## src/hw/astc_pkg.sv

```systemverilog
/*
 * Package for the converter sample timing block: register offsets,
 * field positions, reset values, time tables and the step record.
 * Assumes a 200 MHz device clock.
 */
package astc_pkg;

	localparam int unsigned CLK_NS  = 5;
	localparam int unsigned TICK_NS = 10;
	localparam int unsigned CNT_W   = 17;

	// Register offsets
	localparam logic [7:0] OFS_DELAY  = 8'h3D;
	localparam logic [7:0] OFS_CELL   = 8'h3E;
	localparam logic [7:0] OFS_AUX    = 8'h3F;
	localparam logic [7:0] OFS_OVS    = 8'h60;
	localparam logic [7:0] OFS_STATUS = 8'h61;

	// Field positions
	localparam int unsigned POS_CELL_DLY = 4;
	localparam int unsigned POS_AUX_DLY  = 0;
	localparam int unsigned POS_CELL_IVL = 4;
	localparam int unsigned POS_DIE_IVL  = 0;
	localparam logic [7:0]  DELAY_WMASK  = 8'h77;

	// Reset values
	localparam logic [7:0]  RST_DELAY = 8'h00;
	localparam logic [7:0]  RST_CELL  = 8'h44;
	localparam logic [31:0] RST_AUX   = 32'h44444444;
	localparam logic [2:0]  RST_OVS   = 3'h0;
	localparam logic [2:0]  OVS_MAX   = 3'h5;

	// Settling delays and sample intervals in ns
	localparam int unsigned DLY_NS [8] = '{0, 2000, 5000, 10000, 20000, 50000, 100000, 200000};
	localparam int unsigned IVL_NS [16] = '{4130, 5960, 8020, 10000, 12600, 14900, 17400, 19900,
		24900, 30000, 40100, 60000, 100000, 200000, 500000, 1000000};
	localparam int unsigned TICK_CYCLES = TICK_NS / CLK_NS;

	localparam logic [1:0] KIND_CELL = 2'h0;
	localparam logic [1:0] KIND_DIE  = 2'h1;
	localparam logic [1:0] KIND_AUX  = 2'h2;

	typedef struct packed {
		logic       first;
		logic [1:0] kind;
		logic [2:0] aux_idx;
	} astc_step_t;

	typedef enum logic [2:0] {
		ST_IDLE   = 3'b001,
		ST_SETTLE = 3'b010,
		ST_WAIT   = 3'b100
	} astc_state_t;

	function automatic logic [CNT_W-1:0] dly_ticks(input logic [2:0] code);
		dly_ticks = CNT_W'(DLY_NS[code] / TICK_NS);
	endfunction : dly_ticks

	function automatic logic [CNT_W-1:0] ivl_ticks(input logic [3:0] code);
		ivl_ticks = CNT_W'(IVL_NS[code] / TICK_NS);
	endfunction : ivl_ticks

endpackage : astc_pkg

```

## src/hw/astc_timing.sv

```systemverilog
/*
 * Sample timing configuration and pacing for the converter sequencer.
 * Assumes the sequencer offers one channel step at a time and waits for
 * the done pulse; register port is a plain strobe port on the same clock.
 */
// The plain strobed port was left to the implementer.
// Contract
// - cell settle delay code picks none to 200us
// - settle once per request, not per oversample
// - aux settle delay uses the same codes
// - reserved delay bits read zero, write zero
// - later channels use only their interval
// - upper cell nibble sets cell voltage interval
// - lower cell nibble sets die temperature interval
// - interval codes map 4.13us to 1000us
// - aux register holds eight codes, input0 on top
// - oversample code gives 1 to 32 samples
`timescale 1ns/10ps
`default_nettype none

module astc_timing #(
	parameter int unsigned TIME_DIV = 1
) (
	// Clock and reset
	input  wire logic                clk,
	input  wire logic                rst_n,
	// Register port
	input  wire logic [7:0]          reg_addr,
	input  wire logic [31:0]         reg_wdata,
	input  wire logic                reg_wr,
	input  wire logic                reg_rd,
	output logic [31:0]              reg_rdata,
	// Sequencer steps
	input  wire logic                step_valid,
	input  wire astc_pkg::astc_step_t step_in,
	output logic                     step_ready,
	output logic                     sample_now,
	output logic                     step_done,
	output logic [2:0]               ovs_code
);
	import astc_pkg::*;

	////////////////////////////////////////////////////////////////////
	// Registers

	logic [7:0]  delay_q;
	logic [7:0]  cell_q;
	logic [31:0] aux_q;
	logic [2:0]  ovs_q;
	logic [31:0] rdata_q;

	wire wr_delay = reg_wr && (reg_addr == OFS_DELAY);
	wire wr_cell  = reg_wr && (reg_addr == OFS_CELL);
	wire wr_aux   = reg_wr && (reg_addr == OFS_AUX);
	wire wr_ovs   = reg_wr && (reg_addr == OFS_OVS);

	always_ff @(posedge clk or negedge rst_n) begin
		if (!rst_n) begin
			delay_q <= RST_DELAY;
			cell_q  <= RST_CELL;
			aux_q   <= RST_AUX;
			ovs_q   <= RST_OVS;
		end else begin
			// Reserved bits never stored, so they always read zero
			if (wr_delay) delay_q <= reg_wdata[7:0] & DELAY_WMASK;
			if (wr_cell)  cell_q  <= reg_wdata[7:0];
			if (wr_aux)   aux_q   <= reg_wdata;
			if (wr_ovs)   ovs_q   <= reg_wdata[2:0];
		end
	end

	////////////////////////////////////////////////////////////////////
	// Field decode

	wire [2:0] cell_dly_code = delay_q[POS_CELL_DLY +: 3];
	wire [2:0] aux_dly_code  = delay_q[POS_AUX_DLY +: 3];
	wire [3:0] cell_ivl_code = cell_q[POS_CELL_IVL +: 4];
	wire [3:0] die_ivl_code  = cell_q[POS_DIE_IVL +: 4];
	// Input 0 sits in the top nibble
	wire [4:0] aux_pos       = 5'(4 * (7 - int'(step_in.aux_idx)));
	wire [3:0] aux_ivl_code  = aux_q[aux_pos +: 4];

	// Reserved oversample codes fall back to a single sample
	wire [2:0] ovs_eff = (ovs_q > OVS_MAX) ? 3'h0 : ovs_q;
	wire [5:0] samples = 6'(1 << ovs_eff);

	function automatic logic [CNT_W-1:0] scale(input logic [CNT_W-1:0] t);
		logic [CNT_W-1:0] s;
		s = CNT_W'(t / TIME_DIV);
		scale = (s == '0) ? CNT_W'(1) : s;
	endfunction : scale

	wire [3:0] step_ivl_code =
		(step_in.kind == KIND_CELL) ? cell_ivl_code :
		(step_in.kind == KIND_DIE)  ? die_ivl_code  : aux_ivl_code;
	wire [2:0] step_dly_code = (step_in.kind == KIND_AUX) ? aux_dly_code : cell_dly_code;
	wire [CNT_W-1:0] step_ivl = scale(ivl_ticks(step_ivl_code));
	wire [CNT_W-1:0] step_dly = scale(dly_ticks(step_dly_code));

	////////////////////////////////////////////////////////////////////
	// Timebase

	logic [3:0] tb_q;
	wire        tick = (tb_q == 4'(TICK_CYCLES - 1));

	always_ff @(posedge clk or negedge rst_n) begin
		if (!rst_n) tb_q <= 4'h0;
		else tb_q <= tick ? 4'h0 : tb_q + 4'h1;
	end

	////////////////////////////////////////////////////////////////////
	// Step pacing

	astc_state_t      st_q, st_d;
	logic [CNT_W-1:0] cnt_q, cnt_d;
	logic [CNT_W-1:0] ivl_q, ivl_d;
	logic [5:0]       left_q, left_d;
	logic             sample_q, sample_d;
	logic             done_q, done_d;

	wire accept  = step_valid && (st_q == ST_IDLE);
	wire expire  = tick && (cnt_q <= CNT_W'(1));
	// A settle only belongs to the first channel of a request
	wire settle  = step_in.first && (step_dly_code != 3'h0);

	always_comb begin
		st_d     = st_q;
		cnt_d    = (tick && cnt_q != '0) ? cnt_q - CNT_W'(1) : cnt_q;
		ivl_d    = ivl_q;
		left_d   = left_q;
		sample_d = 1'b0;
		done_d   = 1'b0;
		case (st_q)
			ST_IDLE: begin
				if (accept) begin
					ivl_d  = step_ivl;
					left_d = samples - 6'h1;
					if (settle) begin
						st_d  = ST_SETTLE;
						cnt_d = step_dly;
					end else begin
						st_d  = ST_WAIT;
						cnt_d = step_ivl;
					end
				end
			end
			ST_SETTLE: begin
				if (expire) begin
					st_d  = ST_WAIT;
					cnt_d = ivl_q;
				end
			end
			ST_WAIT: begin
				if (expire) begin
					sample_d = 1'b1;
					if (left_q == 6'h0) begin
						st_d   = ST_IDLE;
						done_d = 1'b1;
					end else begin
						// Extra oversamples reuse the interval only
						left_d = left_q - 6'h1;
						cnt_d  = ivl_q;
					end
				end
			end
			default: st_d = ST_IDLE;
		endcase
	end

	always_ff @(posedge clk or negedge rst_n) begin
		if (!rst_n) begin
			st_q     <= ST_IDLE;
			cnt_q    <= '0;
			ivl_q    <= '0;
			left_q   <= 6'h0;
			sample_q <= 1'b0;
			done_q   <= 1'b0;
		end else begin
			st_q     <= st_d;
			cnt_q    <= cnt_d;
			ivl_q    <= ivl_d;
			left_q   <= left_d;
			sample_q <= sample_d;
			done_q   <= done_d;
		end
	end

	////////////////////////////////////////////////////////////////////
	// Read path

	wire [31:0] status = {23'h0, left_q, st_q};
	wire [31:0] rd_mux =
		(reg_addr == OFS_DELAY)  ? {24'h0, delay_q} :
		(reg_addr == OFS_CELL)   ? {24'h0, cell_q}  :
		(reg_addr == OFS_AUX)    ? aux_q            :
		(reg_addr == OFS_OVS)    ? {29'h0, ovs_q}   :
		(reg_addr == OFS_STATUS) ? status           : 32'h0;

	always_ff @(posedge clk or negedge rst_n) begin
		if (!rst_n) rdata_q <= 32'h0;
		else rdata_q <= reg_rd ? rd_mux : 32'h0;
	end

	assign reg_rdata  = rdata_q;
	assign step_ready = (st_q == ST_IDLE);
	assign sample_now = sample_q;
	assign step_done  = done_q;
	assign ovs_code   = ovs_eff;

	////////////////////////////////////////////////////////////////////
	// Checks

	rsvd_read_zero_a: assert property (@(posedge clk) disable iff (!rst_n)
		reg_rd && reg_addr == OFS_DELAY |=> reg_rdata[7] == 1'b0 && reg_rdata[3] == 1'b0)
		else $error("reserved delay bit read nonzero");

	settle_first_only_a: assert property (@(posedge clk) disable iff (!rst_n)
		st_q != ST_SETTLE ##1 st_q == ST_SETTLE |-> $past(accept) && $past(step_in.first))
		else $error("settle entered without first channel");

	no_settle_repeat_a: assert property (@(posedge clk) disable iff (!rst_n)
		st_q == ST_WAIT |=> st_q != ST_SETTLE)
		else $error("settle repeated after sampling began");

	cell_delay_load_a: assert property (@(posedge clk) disable iff (!rst_n)
		accept && step_in.first && step_in.kind == KIND_CELL && cell_dly_code != 3'h0
		|=> st_q == ST_SETTLE && cnt_q == scale(dly_ticks($past(cell_dly_code))))
		else $error("cell settle delay load wrong");

	aux_delay_load_a: assert property (@(posedge clk) disable iff (!rst_n)
		accept && step_in.first && step_in.kind == KIND_AUX && aux_dly_code != 3'h0
		|=> st_q == ST_SETTLE && cnt_q == scale(dly_ticks($past(aux_dly_code))))
		else $error("aux settle delay load wrong");

	cell_ivl_load_a: assert property (@(posedge clk) disable iff (!rst_n)
		accept && step_in.kind == KIND_CELL |=> ivl_q == scale(ivl_ticks($past(cell_q[7:4]))))
		else $error("cell interval not from upper nibble");

	die_ivl_load_a: assert property (@(posedge clk) disable iff (!rst_n)
		accept && step_in.kind == KIND_DIE |=> ivl_q == scale(ivl_ticks($past(cell_q[3:0]))))
		else $error("die interval not from lower nibble");

	aux0_ivl_load_a: assert property (@(posedge clk) disable iff (!rst_n)
		accept && step_in.kind == KIND_AUX && step_in.aux_idx == 3'h0
		|=> ivl_q == scale(ivl_ticks($past(aux_q[31:28]))))
		else $error("aux input 0 interval not from top nibble");

	ovs_count_load_a: assert property (@(posedge clk) disable iff (!rst_n)
		accept && ovs_q == 3'h3 |=> left_q == 6'h7)
		else $error("oversample count wrong");

	sample_done_pair_a: assert property (@(posedge clk) disable iff (!rst_n)
		step_done |-> sample_now && st_q == ST_IDLE)
		else $error("done without final sample");

	tick_period_a: assert property (@(posedge clk) disable iff (!rst_n)
		tick |=> !tick)
		else $error("timebase tick too frequent");

	tick_range_a: assert property (@(posedge clk) disable iff (!rst_n)
		tb_q <= 4'(TICK_CYCLES - 1))
		else $error("timebase divider out of range");

	// Read data must not linger, or a stale word could pass for a fresh read
	rdata_idle_zero_a: assert property (@(posedge clk) disable iff (!rst_n)
		!reg_rd |=> reg_rdata == 32'h0)
		else $error("read data stands without a read");

	delay_rsvd_clear_a: assert property (@(posedge clk) disable iff (!rst_n)
		(delay_q & ~DELAY_WMASK) == 8'h00)
		else $error("reserved delay bit stored");

	no_delay_code_a: assert property (@(posedge clk) disable iff (!rst_n)
		accept && step_in.first && step_dly_code == 3'h0 |=> st_q == ST_WAIT)
		else $error("settle entered with delay code zero");

	later_ivl_only_a: assert property (@(posedge clk) disable iff (!rst_n)
		accept && !step_in.first |=> st_q == ST_WAIT && cnt_q == ivl_q)
		else $error("later channel not paced by interval only");

	settle_to_wait_a: assert property (@(posedge clk) disable iff (!rst_n)
		st_q == ST_SETTLE && expire |=> st_q == ST_WAIT && cnt_q == ivl_q)
		else $error("settle not followed by the interval");

	ovs_reload_a: assert property (@(posedge clk) disable iff (!rst_n)
		st_q == ST_WAIT && expire && left_q != 6'h0 |=> st_q == ST_WAIT && cnt_q == ivl_q)
		else $error("oversample did not reload the interval");

	aux7_ivl_load_a: assert property (@(posedge clk) disable iff (!rst_n)
		accept && step_in.kind == KIND_AUX && step_in.aux_idx == 3'h7
		|=> ivl_q == scale(ivl_ticks($past(aux_q[3:0]))))
		else $error("aux input 7 interval not from bottom nibble");

	ovs_reserved_a: assert property (@(posedge clk) disable iff (!rst_n)
		ovs_q > OVS_MAX |-> ovs_code == 3'h0)
		else $error("reserved oversample code not single sample");

	sample_pulse_a: assert property (@(posedge clk) disable iff (!rst_n)
		sample_now |=> !sample_now)
		else $error("sample pulse longer than one cycle");

endmodule : astc_timing

`default_nettype wire

```

## config.mk

```make
export PLATFORM = sky130hd
export DESIGN_NAME = astc_timing
export DESIGN_NICKNAME = d
export VERILOG_FILES = /design/src/hw/astc_pkg.sv /design/src/hw/astc_timing.sv
export SDC_FILE = /design/constraint.sdc
export NUM_CORES = 1
export LEC_CHECK = 0
export BUFFER_PORTS_ARGS = -buffer_cell sky130_fd_sc_hd__buf_2
export CAP_MARGIN = 10
export CORE_ASPECT_RATIO = 1.75
export CORE_MARGIN = 1.5
export CORE_UTILIZATION = 55
export DETAILED_ROUTE_END_ITERATION = 16
export PLACE_DENSITY = 0.74
export SETUP_SLACK_MARGIN = 0.02
export SYNTH_ARGS = -nofsm -noshare
export SYNTH_HDL_FRONTEND = slang
export SYNTH_SLANG_ARGS = --single-unit
```

## constraint.sdc

```tcl
create_clock -name clk -period 11.1 [get_ports clk]
set_input_delay 1.665 -clock clk [delete_from_list [all_inputs] [get_ports clk]]
set_output_delay 1.665 -clock clk [all_outputs]
set_load 0.02 [all_outputs]
```

==> key figures, run 1 <==
Yosys
  – Post-Syn Area: between 10000 and 15000 um2
  – EDFF count, synth: 0
  – Ys async rst share: 100%
  – Synthesized flop and latch total: 130
  – Synth Warn #: 0
  – Avg Cell Area, Syn: ~8.1 um2
  – Cell count after synthesis: about 1600
  – Post-synthesis sequential area ratio: between 20% and 30%
  – Net Count, Synth: around 1700
  – Post-synth top flop: dfrtp_1
  – Distinct cell type count after synthesis: roughly 130

Pwr
  – Sw Share: 46.4%
  – Sequential share of power: around an eighth
  – VDD IR max: roughly 180 uV
  – PD cells: ~270 nW/um2
  – Pwr Total: 0.00486 W
  – Leak: 7.87 nW
  – Clk pwr share: 12.6%
  – Pint: roughly 0.0026 W
  – P_sw: roughly 0.0023 W
  – Logic pwr share: about three quarters

Drt
  – First drt pass iteration count: 6
  – Via Count: ~16000
  – # DRC: 0
  – Routed vias/inst: between 6 and 7
  – Remaining antenna violation count: 0
  – WL/cell: between 20 and 25 um
  – Initial drt markers: between 1000 and 1500
  – Final wirelength: around 56000 um

Setup path
  – Startpoint Class: primary input
  – Buf/Inv on CP: 13
  – Slowest cell delay on critical path: between 0.4 and 0.5 ns
  – Worst EP required: about 11 ns
  – Worst EP arrival: approximately 11 ns
  – Most used cell, CP: buf_4
  – Crit-path max FO: 10
  – WS Path Type: in2reg
  – Critical path's top delay family: compound AO/OA/AOI/OAI gates
  – Slowest cell on crit path: a221o_1
  – Crit end category: flop

Global routing
  – GR Overflow Total: 0
  – Initial antenna violation count: 2
  – Gr usage total: between 40 and 50%
  – First-pass GRT wire length: roughly 84000 um
  – Largest net degree at the start of global routing: 73
  – Vias in the first global route: between 15000 and 20000

Clock tree
  – Root Buffer Master: clkbuf_16
  – Hold_buf cts: 0
  – Htree depth: 4
  – Worst-skew pair later-pin latency: about 0.43 ns
  – CTS tree: built
  – Clock Pin Slew Worst Setup and Hold Paths: roughly 0.060 ns
  – CTS Buf Count: 17
  – Clock Tree Buf Depth: 2
  – Clock sinks: 130

STA
  – Max_slew headroom: under 10%
  – Worst-Margin Slew: around 1.3 ns
  – Final Hold Vio Count: 0
  – Min Tclk post-route: about 11 ns
  – Slew Viols, Final: 0
  – Final setup viols: 0
  – Fmax: about 91 MHz
  – Clock skew: approximately 0.012 ns
  – Period utilisation layout: a little over nine tenths

Run
  – Maxcap violations: 0

Status
  – Status: finished, final reports clean

Placed design
  – Buffers on Ports: around 90
  – Dpl cell area: about 16000 um2
  – Dpl hpwl: around 41000 um
  – GP Congestion: approximately 1.0

Floorplanning
  – Die Area: between 20000 and 25000 um2
  – Die Wd: between 100 and 150 um
  – Boundary pin count: a little under 90
  – Core Region: between 20000 and 25000 um2
  – Initial Util: between 50% and 60%
  – Rows: between 70 and 80
  – Die outline height: 208 um

Final layout
  – Share of layout cells above drive strength 1: a little under two fifths
  – FF/Latch Area: between 3000 and 4000 um2
  – Syn-to-layout area delta: 34.9%
  – Fin util: roughly three quarters
  – NumNets Final: between 2000 and 2500
  – Fill cell count: 1786
  – Area of the multi-input gates: 10300 um2
  – Final Cell Area: between 15000 and 20000 um2

Worst hold path
  – HP Class: reg2reg
## worst min-delay path, stage by stage (launching register included)
cell	delay (ns)
dfrtp_1	0.34
nand2_1	0.05
nand2_1	0.06
## per-layer routing
layer | part of all wire (%) | track usage, %
met5 | 0.021 | 0
met3 | 7.7 | 15.4
met2 | 50 | 77.5
met4 | 11 | 39.4
met1 | 32 | 38.9
## flip-flops by register name, summed over array words and instances, names as in the netlist, 3 cells and up
| signal | count |
|---|---|
| aux_q | 32 |
| cell_q | 8 |
| cnt_q | 17 |
| delay_q | 6 |
| ivl_q | 17 |
| left_q | 6 |
| ovs_q | 3 |
| reg_rdata | 32 |
| st_q | 3 |
| tb_q | 4 |
## layout make-up
type	instances	share of cell area (%)
multi-input combinational	1380	58.1
sequential	130	18.4
timing repair buffer	433	17.2
clock buffer	19	2.49
tap	304	2.14
clock inverter	13	1.12
inverter	29	0.612
antenna	1	0.0141
## Yosys cell counts (20+ instances only)
master | number | area [um2]
o21ai_0 | 85 | 425
a21oi_1 | 102 | 510
a31oi_1 | 27 | 169
a211oi_1 | 26 | 195
inv_1 | 25 | 93.8
nor3_1 | 36 | 180
xnor2_1 | 38 | 333
mux2i_1 | 37 | 370
nand2_1 | 177 | 664
ha_1 | 22 | 275
nor2_1 | 150 | 563
clkbuf_1 | 61 | 229
nand3_1 | 40 | 200
dfrtp_1 | 119 | 2980
nor4_1 | 20 | 125
a21o_1 | 22 | 165
and2_1 | 46 | 288
mux2_2 | 59 | 664
## path summary, 6_finish.rpt
check,start,end,slack [ns],cells after the start
max in group asynchronous,rst_n,ivl_q[3],8.37,2
max reg2reg,delay_q[0],cnt_q[0],1.20,44
max,step_in[4],cnt_q[0],0.15,46
min,ivl_q[11],ivl_q[11],0.48,2
min in group asynchronous,rst_n,aux_q[20],1.30,1
min reg2reg,ivl_q[11],ivl_q[11],0.48,2
## stage by stage
stage / setup WS (ns) / cells / TNS [ns] / hold WS (ns)
after global placement: -0.617 / 2246 / -1.19 / 0.461
final: 0.147 / 2309 / 0 / 0.481
after global routing: -0.247 / 2308 / -0.460 / 0.494
after CTS: 0.0245 / 2278 / 0 / 0.482
after detailed placement: -0.865 / 2246 / -1.67 / 0.463
after floorplan: 0.175 / 1623 / 0 / 0.442
## cell usage in the layout (no fill, tap or decap), types with 13 or more instances in the layout
cell type	instances
a211oi_1	22
a21o_1	21
a21oi_1	93
a22oi_1	14
a31oi_1	21
and2_1	42
and3_1	18
buf_2	88
buf_4	339
clkbuf_16	17
dfrtp_1	119
ha_1	19
inv_1	25
mux2_2	58
mux2i_1	35
nand2_1	175
nand2b_1	13
nand3_1	40
nand4_1	19
nor2_1	141
nor3_1	27
nor4_1	14
o211ai_1	16
o21ai_0	80
o21ai_1	17
o22ai_1	14
o31a_1	13
or2_2	15
xnor2_1	31
## power by group through the flow
stage                     registers [W]  clock network (W)  logic, W
after detailed placement       0.000626                  0   0.00317
after CTS                      0.000619           0.000610   0.00323
after global routing           0.000632           0.000628   0.00385
after global placement         0.000623                  0   0.00313
final                          0.000622           0.000611   0.00363
after floorplan                0.000600                  0   0.00186
## what timing repair did
item                       4_1_cts  5_1_grt
gates cloned                     0        1
setup endpoints to repair        2        4
pin swaps                        2       53
gates resized for setup         17      154
buffers inserted                 0       27
## kinds of logic (layout without fill, tap and decap cells)
kind of cell,count (synthesis),after routing,share of synthesized area [%]
buffers and inverters,113,494,3.64
adder cells (fa/ha/maj),24,24,2.24
XOR/XNOR,52,52,3.56
multiplexers,104,104,8.89
AND/OR/NAND/NOR,632,632,24.5
flip-flops,130,130,24.8
other,0,1,0
AO/OA/AOI/OAI,568,568,32.4
Power figures use the tool's default switching activity.
==> run 2, diff against run 1 <==
Settings changed: ABC_AREA set to 1, PLACE_DENSITY 0.74 to unset, PLACE_DENSITY_LB_ADDON set to 0.12.
==> run 2 against run 1 <==
Final cell count grew 4.4%. Via count decreased by 12%. Maximum frequency up 8.9%. Global-route usage decreased by 9.7 points. Flip-flop and latch count stayed put. Register-to-register slack better by 0.85 ns. Count of clock-buffer cells in the layout grew 4. Largest cell class unchanged.
==> key figures, run 2 <==
Floorplanning
  – Die Wd: 117 um
  – Die Area: roughly 24000 um2
  – Core Region: roughly 23000 um2
  – Rows: 73
  – Initial Util: a little under three fifths
  – Die outline height: between 200 and 250 um
  – Boundary pin count: a little under 90

Yosys
  – EDFF count, synth: 0
  – Synth Warn #: 0
  – Net Count, Synth: between 2000 and 2500
  – Ys async rst share: 100%
  – Synthesized flop and latch total: 130
  – Post-synthesis sequential area ratio: between 20% and 30%
  – Synth top area share: between 20% and 30%
  – Area leader, netlist: dfrtp_1
  – Post-synth top flop: dfrtp_1
  – Cell count after synthesis: between 1500 and 2000
  – Most frequent cells after synthesis: nand2_1, inv_1, nand3_1
  – Top cells by area, synth: dfrtp_1, nand2_1, nand3_1, inv_1, nor2_1
  – Distinct cell type count after synthesis: between 60 and 70
  – Most frequent cell after synthesis: nand2_1
  – Post-Syn Area: approximately 13000 um2
  – Avg Cell Area, Syn: around 6.5 um2

Clock tree
  – CTS Buf Count: 17
  – Clock Tree Buf Depth: 2
  – Worst-skew pair later-pin latency: between 0.4 and 0.5 ns
  – Clock Pin Slew Worst Setup and Hold Paths: ~0.060 ns
  – CTS tree: built
  – Clock sinks: 130
  – Root Buffer Master: clkbuf_16
  – Htree depth: 4

Setup path
  – Slowest cell delay on critical path: 0.36 ns
  – Worst EP required: 11.45 ns
  – Worst EP arrival: 10.41 ns
  – Startpoint Class: primary input
  – WS Path Type: in2reg
  – Slowest cell on crit path: nor4_1
  – Crit end category: flop
  – RR Startpoint: aux_q[18]
  – Setup crit start: step_in[1]
  – Crit-path max FO: 10

Drt
  – # DRC: 0
  – Via Count: around 14000
  – Initial drt markers: about 860
  – Remaining antenna violation count: 0
  – WL/cell: 16.5 um
  – First drt pass iteration count: 5
  – Final wirelength: just under 40000 um
  – Routed vias/inst: around 5.7

Run
  – Maxcap violations: 0

STA
  – Fmax: 99.4 MHz
  – Slew Viols, Final: 0
  – Final setup viols: 0
  – Worst-Margin Slew: 1.22 ns
  – Clock skew: 0.0108 ns
  – Period utilisation layout: about 91%
  – Worst setup margin: about 1.0 ns
  – Hold_ws: just under 0.5 ns
  – Final Hold Vio Count: 0
  – Min Tclk post-route: 10.06 ns
  – Max_slew headroom: 18.2%

Placed design
  – GP Congestion: 0.971
  – Buffers on Ports: just under 90
  – Dpl hpwl: 31100 um
  – Dpl cell area: ~14000 um2
  – Setup WS pre-CTS: -0.378 ns

Final layout
  – Syn-to-layout area delta: 16.9%
  – Final Cell Area: between 10000 and 15000 um2
  – FF/Latch Area: about 3300 um2
  – Fin util: between 60 and 70%
  – NumNets Final: around 2200
  – Area of the multi-input gates: between 8000 and 9000 um2
  – Most frequent cells in the layout: nand2_1, inv_1, nand3_1, nor2_1, dfrtp_1
  – Most common cell after layout, fill and taps aside: nand2_1
  – Share of layout cells above drive strength 1: approximately a fifth
  – Fill cell count: between 2000 and 2500

Global routing
  – First-pass GRT wire length: 63800 um
  – M1 GR Usage: between 30 and 40%
  – Initial antenna violation count: 1
  – GRT busiest layer: met2
  – Global Route met3 Usage: approximately 6.7%
  – GR Overflow Total: 0
  – Vias in the first global route: between 10000 and 15000
  – Gr usage total: ~35%
  – M2 GR Usage: between 60% and 70%
  – Largest net degree at the start of global routing: 70

Worst hold path
  – Worst min-delay path startpoint: delay_q[5]
  – HP Class: reg2reg

Status
  – Status: finished, final reports clean
## run 2: changes by cell type in the layout (fill, tap and decap cells not counted), moves of 21 or more
cell | before | now
nand3_1 | 40 | 211
and2_1 | 42 | 0
nand2_4 | 0 | 25
mux2_2 | 58 | 9
inv_1 | 25 | 255
inv_2 | 4 | 28
buf_4 | 339 | 88
a21oi_1 | 93 | 68
nand3_2 | 1 | 34
nand2_2 | 3 | 71
nand4_1 | 19 | 54
nand2_1 | 175 | 504
xnor2_1 | 31 | 10
mux2i_1 | 35 | 0
## run 2: per-stage QoR
| stage | TNS, ns | cells |
|---|---|---|
| after floorplan | 0 | 1939 |
| after global placement | -0.186 | 2369 |
| after detailed placement | -0.418 | 2369 |
| after CTS | 0 | 2401 |
| after global routing | -0.0528 | 2411 |
| final | 0 | 2411 |
## run 2: what timing repair did
| action | in CTS | in global routing |
|---|---|---|
| hold buffers | 0 | 0 |
| endpoints found under the setup margin | 0 | 7 |
| buffers inserted | 0 | 9 |
| hold endpoints to repair | 0 | 0 |
| gates resized for setup | 0 | 54 |
## run 2: layout make-up
cell class / instances / share of cell area [%]
clock inverter: 9 / 0.962
sequential: 130 / 22.2
timing repair buffer: 176 / 7.64
antenna: 1 / 0.0170
clock buffer: 23 / 3.25
tap: 300 / 2.55
inverter: 292 / 7.49
multi-input combinational: 1480 / 55.9
## run 2: per-layer routing
metal,part of all wire (%),wire length [um]
met5,0,0
met1,34,13600
met4,8.2,3270
met3,5.3,2090
met2,52,20800
## run 2: kinds of logic (layout without fill, tap and decap cells)
| kind of cell | Yosys count | count (layout) | share of synthesized area, % |
|---|---|---|---|
| and+or+nand+nor | 1158 | 1158 | 45.6 |
| buffers and inverters | 329 | 500 | 10.3 |
| AOI/OAI and AO/OA | 254 | 254 | 12.5 |
| DFF | 130 | 130 | 26.0 |
| xor gates and xnor gates | 37 | 37 | 2.73 |
| adders and majority gates | 22 | 22 | 2.19 |
| muxes | 9 | 9 | 0.806 |
| other | 0 | 1 | 0 |
## run 2: final timing paths
check                           endpoint  slack [ns]  cells after the start
max                             cnt_q[0]        1.04                     72
min                           delay_q[5]        0.48                      2
max reg2reg                     cnt_q[0]        2.05                     68
min reg2reg                   delay_q[5]        0.48                      2
max in group asynchronous        st_q[1]        8.57                      2
min in group asynchronous  reg_rdata[22]        1.22                      1
## run 2: critical path: cells and delay by family
family / cells / cell delay (ns)
and+or+nand+nor: 58 / 6.70
buffers and inverters: 8 / 0.95
AOI/OAI and AO/OA: 4 / 0.59
adders and majority gates: 2 / 0.49
Power of run 2 is not shown: default switching activity piles up to over one toggle a cycle in this logic, so the estimate is an artifact.
